<file path="config.mk">
export PLATFORM = sky130hd
export DESIGN_NAME = pfpc_top
export DESIGN_NICKNAME = d
export VERILOG_FILES = /design/src/pfpc_pkg.sv /design/src/pfpc_top.sv
export SDC_FILE = /design/constraint.sdc
export NUM_CORES = 1
export LEC_CHECK = 0
export BUFFER_PORTS_ARGS = -buffer_cell sky130_fd_sc_hd__buf_2
export CORE_UTILIZATION = 51
export CTS_CLUSTER_SIZE = 20
export DETAILED_ROUTE_END_ITERATION = 8
export PLACE_DENSITY = 0.86
export SLEW_MARGIN = 10
export SYNTH_ARGS = -nofsm -noshare
export SYNTH_HDL_FRONTEND = slang
export SYNTH_SLANG_ARGS = --single-unit
</file>
<file path="constraint.sdc">
create_clock -name clock -period 4.8 [get_ports clock]
set_input_delay 0.96 -clock clock [delete_from_list [all_inputs] [get_ports clock]]
set_output_delay 0.96 -clock clock [all_outputs]
set_load 0.005 [all_outputs]
</file>
<file path="src/pfpc_pkg.sv">
package pfpc_pkg;
  // ==========================================================
  // Sizes
  localparam int NUM_PINS = 8;
  localparam int NUM_FUNCS = 4;
  localparam int FSEL_W = 2;
  localparam int FILT_W = 4;
  // ==========================================================
  // Function codes
  localparam logic [1:0] FUNC_GPIO = 2'h0;
  localparam logic [1:0] FUNC_ANALOG = 2'h3;
  // ==========================================================
  // Pull modes
  typedef enum logic [1:0] {
    PFPC_PULL_NONE = 2'b00,
    PFPC_PULL_DOWN = 2'b01,
    PFPC_PULL_UP = 2'b10,
    PFPC_PULL_REPEAT = 2'b11
  } pfpc_pull_e;
  // ==========================================================
  // Timing
  localparam int CLK_MHZ = 20;
  localparam int GLITCH_NS = 10;
  localparam int GLITCH_CYC_RAW = (GLITCH_NS * CLK_MHZ) / 1000;
  localparam int GLITCH_CYC = (GLITCH_CYC_RAW < 1) ? 1 : GLITCH_CYC_RAW;
  localparam int FILT_MIN_NS = 20;
  // ==========================================================
  // Reset values and pin maps
  localparam logic GLITCH_EN_RST = 1'b1;
  localparam logic [NUM_PINS-1:0] GLITCH_PINS = 8'h0F;
  localparam logic [NUM_PINS-1:0] XTAL_PINS = 8'h30;
  localparam logic [NUM_PINS-1:0] FMP_PINS = 8'hC0;
  localparam int WAKE_PIN = 0;
endpackage

</file>
<file path="src/pfpc_top.sv">
`timescale 1ns/10ps
// Behaviour
// - Per-pin function field selects exactly one peripheral for the pin.
// - Analog function disables the pin's digital input and output paths.
// - Per-pin pull setting: pull-up, pull-down or repeater.
// - Per-pin pseudo open-drain output mode.
// - Switchable short glitch filter on some pins, on after reset.
// - Every pin has a digital filter with programmable constant.
// - Crystal use of a pin disables its digital pad section.
// - Fast-mode-plus pins are open-drain for every function.
// - Reset pin inactive in deep power-down; wake pin resets instead.
// - Wake pin function may be disabled when RTC wakes the chip.
module pfpc_top (
  // Clock and reset
  input wire logic clock,
  input wire logic reset,
  // Per-pin configuration
  input wire logic [pfpc_pkg::NUM_PINS*pfpc_pkg::FSEL_W-1:0] func_sel,
  input wire logic [2*pfpc_pkg::NUM_PINS-1:0] pull_sel,
  input wire logic [pfpc_pkg::NUM_PINS-1:0] od_en,
  input wire logic [pfpc_pkg::NUM_PINS-1:0] glitch_en_wr,
  input wire logic [pfpc_pkg::NUM_PINS-1:0] glitch_en_val,
  input wire logic [pfpc_pkg::NUM_PINS-1:0] filt_en,
  input wire logic [pfpc_pkg::NUM_PINS*pfpc_pkg::FILT_W-1:0] filt_const,
  input wire logic [pfpc_pkg::NUM_PINS-1:0] xtal_en,
  // Peripheral side
  input wire logic [pfpc_pkg::NUM_PINS*pfpc_pkg::NUM_FUNCS-1:0] periph_out,
  input wire logic [pfpc_pkg::NUM_PINS*pfpc_pkg::NUM_FUNCS-1:0] periph_oe,
  output logic [pfpc_pkg::NUM_PINS*pfpc_pkg::NUM_FUNCS-1:0] periph_in,
  // Pads
  input wire logic [pfpc_pkg::NUM_PINS-1:0] pad_in,
  output logic [pfpc_pkg::NUM_PINS-1:0] pad_out,
  output logic [pfpc_pkg::NUM_PINS-1:0] pad_oe_n,
  output logic [pfpc_pkg::NUM_PINS-1:0] pad_pull_up,
  output logic [pfpc_pkg::NUM_PINS-1:0] pad_pull_down,
  output logic [pfpc_pkg::NUM_PINS-1:0] pad_digital_off,
  output logic [pfpc_pkg::NUM_PINS-1:0] glitch_en,
  // Power-down reset and wake
  input wire logic deep_pd,
  input wire logic rtc_wake_en,
  input wire logic wake_pin_disable,
  input wire logic reset_pin_n,
  output logic chip_reset_req,
  output logic wake_req
);
  import pfpc_pkg::*;

  // ==========================================================
  // Input synchronisers
  logic [NUM_PINS-1:0] sync1_ff;
  logic [NUM_PINS-1:0] sync2_ff;
  logic [1:0] rst_sync_ff;
  logic rst_pin_n;

  always_ff @(posedge clock) begin
    sync1_ff <= pad_in;
  end

  always_ff @(posedge clock) begin
    sync2_ff <= sync1_ff;
  end

  always_ff @(posedge clock) begin
    rst_sync_ff <= {rst_sync_ff[0], reset_pin_n};
  end

  assign rst_pin_n = rst_sync_ff[1];

  // ==========================================================
  // Per-pin logic
  logic [NUM_PINS-1:0] filt_q;
  genvar g;
  generate
    for (g = 0; g < NUM_PINS; g++) begin : g_pin
      // ======================================================
      // Pin kind
      logic glitch_pin;
      logic xtal_pin;
      logic fmp_pin;

      assign glitch_pin = GLITCH_PINS[g];
      assign xtal_pin = XTAL_PINS[g];
      assign fmp_pin = FMP_PINS[g];

      // ======================================================
      // Configuration decode
      logic [FSEL_W-1:0] fsel;
      logic [FILT_W-1:0] fconst;
      logic [1:0] pull;
      logic analog;
      logic xtal;
      logic dig_off;

      assign fsel = func_sel[g*FSEL_W +: FSEL_W];
      assign fconst = filt_const[g*FILT_W +: FILT_W];
      assign pull = pull_sel[2*g +: 2];
      assign analog = (fsel == FUNC_ANALOG);
      assign xtal = xtal_en[g] & xtal_pin;
      assign dig_off = analog | xtal;

      // ======================================================
      // Output path
      logic sel_out;
      logic sel_oe;
      logic open_drain;
      logic drive_en;
      logic nxt_out;
      logic nxt_oe_n;
      logic out_ff;
      logic oe_n_ff;
      logic dig_off_ff;

      assign sel_out = periph_out[g*NUM_FUNCS + fsel];
      assign sel_oe = periph_oe[g*NUM_FUNCS + fsel] & ~dig_off;
      assign open_drain = od_en[g] | fmp_pin;
      // Open drain only ever drives a low level
      assign drive_en = sel_oe & (~open_drain | ~sel_out);
      assign nxt_out = sel_out & ~open_drain & ~dig_off;
      assign nxt_oe_n = ~drive_en;

      always_ff @(posedge clock) begin
        if (reset) begin
          out_ff <= 1'b0;
        end else begin
          out_ff <= nxt_out;
        end
      end

      always_ff @(posedge clock) begin
        if (reset) begin
          oe_n_ff <= 1'b1;
        end else begin
          oe_n_ff <= nxt_oe_n;
        end
      end

      always_ff @(posedge clock) begin
        if (reset) begin
          dig_off_ff <= 1'b0;
        end else begin
          dig_off_ff <= dig_off;
        end
      end

      // ======================================================
      // Pull path
      logic nxt_pull_up;
      logic nxt_pull_down;
      logic pull_up_ff;
      logic pull_down_ff;

      assign nxt_pull_up = ~dig_off & pull[1];
      assign nxt_pull_down = ~dig_off & pull[0];

      always_ff @(posedge clock) begin
        if (reset) begin
          pull_up_ff <= 1'b0;
        end else begin
          pull_up_ff <= nxt_pull_up;
        end
      end

      always_ff @(posedge clock) begin
        if (reset) begin
          pull_down_ff <= 1'b0;
        end else begin
          pull_down_ff <= nxt_pull_down;
        end
      end

      // ======================================================
      // Glitch filter
      logic glitch_ff;
      logic nxt_glitch;
      logic prev_ff;
      logic filt_ff;
      logic now_lvl;
      logic vote_lvl;
      logic raw;

      assign now_lvl = sync2_ff[g];
      // A single-sample spike is outvoted by the held level
      assign vote_lvl = (now_lvl & prev_ff) | (filt_ff & (now_lvl | prev_ff));
      assign raw = (glitch_ff & glitch_pin) ? vote_lvl : now_lvl;
      assign nxt_glitch = glitch_en_wr[g] ? (glitch_en_val[g] & glitch_pin) : glitch_ff;

      always_ff @(posedge clock) begin
        if (reset) begin
          glitch_ff <= GLITCH_EN_RST & GLITCH_PINS[g];
        end else begin
          glitch_ff <= nxt_glitch;
        end
      end

      always_ff @(posedge clock) begin
        if (reset) begin
          prev_ff <= 1'b0;
        end else begin
          prev_ff <= now_lvl;
        end
      end

      // ======================================================
      // Digital filter
      logic [FILT_W-1:0] cnt_ff;
      logic [FILT_W-1:0] nxt_cnt;
      logic nxt_filt;
      logic differs;
      logic stable_hit;
      logic take;

      assign differs = (raw != filt_ff);
      assign stable_hit = (cnt_ff >= fconst);
      assign take = ~filt_en[g] | (differs & stable_hit);
      assign nxt_filt = take ? raw : filt_ff;
      // Count cycles while the input disagrees with the held level
      assign nxt_cnt = (take | ~differs) ? '0 : (cnt_ff + 4'h1);

      always_ff @(posedge clock) begin
        if (reset) begin
          cnt_ff <= '0;
        end else begin
          cnt_ff <= nxt_cnt;
        end
      end

      always_ff @(posedge clock) begin
        if (reset) begin
          filt_ff <= 1'b0;
        end else begin
          filt_ff <= nxt_filt;
        end
      end

      // ======================================================
      // Peripheral inputs
      logic [NUM_FUNCS-1:0] fn_hit;
      logic [NUM_FUNCS-1:0] nxt_pin_in;
      logic [NUM_FUNCS-1:0] pin_in_ff;

      assign filt_q[g] = filt_ff & ~dig_off;
      // Only the selected function sees the pin
      assign fn_hit = 4'h1 << fsel;
      assign nxt_pin_in = fn_hit & {NUM_FUNCS{filt_q[g]}};

      always_ff @(posedge clock) begin
        if (reset) begin
          pin_in_ff <= '0;
        end else begin
          pin_in_ff <= nxt_pin_in;
        end
      end

      // ======================================================
      // Pin outputs
      assign pad_out[g] = out_ff;
      assign pad_oe_n[g] = oe_n_ff;
      assign pad_pull_up[g] = pull_up_ff;
      assign pad_pull_down[g] = pull_down_ff;
      assign pad_digital_off[g] = dig_off_ff;
      assign glitch_en[g] = glitch_ff;
      assign periph_in[g*NUM_FUNCS +: NUM_FUNCS] = pin_in_ff;

    end
  endgenerate

  // ==========================================================
  // Reset and wake in deep power-down
  logic wake_active;
  logic wake_low;
  logic nxt_chip_reset;
  logic nxt_wake;
  logic chip_reset_ff;
  logic wake_ff;

  assign wake_active = ~(wake_pin_disable & rtc_wake_en);
  assign wake_low = wake_active & ~filt_q[WAKE_PIN];
  assign nxt_chip_reset = deep_pd ? wake_low : ~rst_pin_n;
  assign nxt_wake = deep_pd & wake_low;

  always_ff @(posedge clock) begin
    if (reset) begin
      chip_reset_ff <= 1'b0;
    end else begin
      chip_reset_ff <= nxt_chip_reset;
    end
  end

  always_ff @(posedge clock) begin
    if (reset) begin
      wake_ff <= 1'b0;
    end else begin
      wake_ff <= nxt_wake;
    end
  end

  // ==========================================================
  // Power outputs
  assign chip_reset_req = chip_reset_ff;
  assign wake_req = wake_ff;
endmodule

</file>
==> run summary <==
The clock passes through at most 2 buffers. For this block, the via count after detailed routing is 4591. Routability-driven placement finished with a final weighted congestion of 0.759.

Counting every instance in the synthesized netlist gives 581. The floorplan step defined a core boundary enclosing 10900 um2. The run gives 0 as the number of antenna violations at the first check in global routing. Number of detailed-route iterations in the first pass: 4. Layout cell share with drive strength beyond 1: 0.347. The final number of max-transition violations was 0; the post-detailed-route wirelength per cell was 14.0 um. Cell with the most instances after synthesis: dfxtp_1. Across the run, the number of max-cap violations was 0. At the worst endpoint, the required time is 5.09 ns.

By count the netlist is led by dfxtp_1, inv_1, buf_4, nor2_1, ha_1. Across the VDD grid, the largest voltage drop is 0.344 mV. Along the worst path, the maximum fanout reaches 37. The largest total area in the synthesized netlist belongs to dfxtp_1. The average instance area after synthesis is 9.92 um2, and the net switching share of the total power is 0.215. For the clock tree skew after final layout, the log shows 0.0102 ns.

The tools report the number of placement rows as 38. The path type of the worst min-delay path is reg -> reg. During synthesis, Yosys emitted a total of 0 warnings. Summed over all nets, the half-perimeter wirelength after detailed placement is 10100 um. From bottom edge to top edge, the die measures 108 um. The worst hold margin was 0.324 ns. By area the synthesized netlist is led by dfxtp_1, ha_1, buf_4.

The sequential cell fraction of total power came out at 0.433. The final net count is 1005. The number of hold buffers added after CTS was 0. The final critical-path required period was 2.58 ns; the area of the mapped netlist was 5760 um2.

The total number of H-tree levels was 4; the area share of the largest cell type after synthesis was 0.479. After routing the design area is 7340 um2. TritonCTS built the clock tree. Measured along the x axis, the die boundary spans 108 um. Clock tree synthesis selected as its root buffer the cell clkbuf_16.

Counting flops with a built-in enable in the synthesized netlist gives 0. After detailed routing, the number of remaining DRC violations is 0. After synthesis the netlist holds a flip-flop and latch count of 138. Total wire length: 13100 um.

The utilization after layout was 0.672. The number of I/O port buffers was 233. The worst setup path is captured at a register. For this design the total switching power over the nets is 601 uW.

The number of cells upsized or downsized after cts is 0. The detailed router finished its first iteration with 237 violations. In this run the remaining antenna-violating nets after routing total 0.

In this run the cell area measured after placement is 6730 um2. Entering global routing, the biggest net connects 38 pins. For this design the ratio of total power to cell area is 381 nW/um2. Die footprint: 11700 um2. The leakage power figure is 0.00372 uW, and the fmax is 0.388 GHz. The slew at the pin closest to its max-slew limit came out at 0.774 ns. Sequential fraction of the synthesis area: 0.479. STA classifies the critical path startpoint as an input port.

The tools report the relative slew slack as 0.483. The post-CTS setup-driven buffer insertion count is 0. After detailed routing, the number of vias per cell comes to 4.91. 0 antenna diodes ended up in the layout. Portion of total power attributed to combinational logic: 0.087.

The flow ran to the end, and the final reports show no timing, DRC or antenna violations. Setup repair after global routing left no endpoint under its margin. Share of the clock period used by the worst path: 0.537.

The post-synthesis cell type count was 41. The most used flip-flop cell after synthesis is dfxtp_1. Setup violations remaining at the end of the flow were counted as 0. The fraction of synthesis flops using an asynchronous set or reset pin was 0; the combined global-route utilization of all metal layers was 0.227. After clock tree synthesis, the clock-pin slew on the worst setup and hold paths is 0.05 ns. In this run, CTS created clock tree buffers numbering 17. The final total negative setup slack is 0 ns, and the slack of the worst reg-to-reg path is 3.00 ns. For the first-pass GRT wire length, the log shows 20200 um. Pin placement for this block handled 264 I/O pins. The logs give 0 for the number of hold violations in the final report and 4468 for the number of global-route vias before repair.

Cell internal power was estimated by the tool at 2200 uW. Relative to the synthesized area, the layout overhead comes to 27.5%. The clock reaches the later pin of the worst-skew pair after 0.41 ns. The tools report the number of sinks handled by clock tree synthesis as 138. The logs give 0 for the total congestion overflow and 2.87 ns for the worst endpoint data arrival time.

By startpoint and endpoint, the worst setup path is classified as in -> reg. Power share of the clock group: 0.480. The effective utilization at floorplan was 0.527.
sequential cells by signal (all words and copies together), names as in the netlist:
signal and count:
chip_reset_req 1, g_pin.cnt_ff 32, g_pin.dig_off_ff 8, g_pin.filt_ff 8
g_pin.glitch_ff 4, g_pin.oe_n_ff 8, g_pin.out_ff 6, g_pin.pin_in_ff 32
g_pin.prev_ff 4, g_pin.pull_down_ff 8, g_pin.pull_up_ff 8, rst_sync_ff 2
sync1_ff 8, sync2_ff 8, wake_req 1
worst paths after layout:
kind                                         start               end  cells after the start
worst max-delay path                         reset  g_pin[0].filt_ff                      5
worst min-delay path                   sync1_ff[4]       sync2_ff[4]                      0
worst max register to register  g_pin[3].cnt_ff[0]  g_pin[3].filt_ff                      7
worst min register to register         sync1_ff[4]       sync2_ff[4]                      0
routing by layer:
metal | up-vias | track usage | part of all wire
li1 | 2288 | - | -
met1 | 2151 | 0.247 | 0.41
met2 | 133 | 0.408 | 0.53
met3 | 19 | 0.0675 | 0.053
met4 | 0 | 0.0965 | 0.016
met5 | - | 0 | 0
through the flow:
step,total power (uW),cells,setup WS (ns)
after CTS,2820,935,2.25
after global routing,2910,935,2.10
after global placement,1470,904,1.83
final,2800,935,2.22
after detailed placement,1480,904,1.81
after floorplan,1380,594,2.51
area by class of cell:
class / instances / area, um2
Fill cell: 857 / 3590
Sequential cell: 138 / 2760
Multi-Input combinational cell: 332 / 2390
Timing Repair Buffer: 233 / 1170
Clock buffer: 20 / 447
Inverter: 61 / 229
Tap cell: 140 / 175
Clock inverter: 11 / 171
placed cells by master (no fill, tap or decap), drive strengths merged, types with 10 or more instances in the layout:
| cell | netlist | final |
|---|---|---|
| buf | 55 | 233 |
| dfxtp | 138 | 138 |
| inv | 61 | 61 |
| nor2 | 44 | 44 |
| ha | 40 | 40 |
| nand2 | 28 | 28 |
| clkbuf | 8 | 20 |
| a21oi | 18 | 18 |
| and2 | 18 | 18 |
| nor3 | 16 | 16 |
| nor3b | 14 | 14 |
| conb | 1 | 14 |
| xnor2 | 12 | 12 |
| nand2b | 10 | 10 |
| mux2i | 10 | 10 |
| nand3 | 10 | 10 |
| or3 | 10 | 10 |
cells by family (layout without fill, tap and decap cells):
family | Yosys count | in the layout | synth area share
xor+xnor | 20 | 20 | 0.0304
flops | 138 | 138 | 0.479
mux | 18 | 18 | 0.0486
other cells | 1 | 14 | 0.000651
fa+ha+maj | 40 | 40 | 0.0869
simple gates | 168 | 168 | 0.153
buf+inv | 124 | 325 | 0.114
compound gates | 72 | 72 | 0.0871
worst max-delay path, stage by stage:
cell	delay, ns
buf_2	0.55
inv_1	0.58
nand2_1	0.35
o22ai_1	0.12
a211o_1	0.29
power by group through the flow:
stage / registers, uW / logic [uW] / clock network, uW
final: 1210 / 242 / 1340
after global routing: 1220 / 271 / 1420
after CTS: 1210 / 244 / 1370
after detailed placement: 1240 / 241 / 0
after global placement: 1230 / 232 / 0
after floorplan: 1230 / 149 / 0
(Power assumes the default switching activity.)
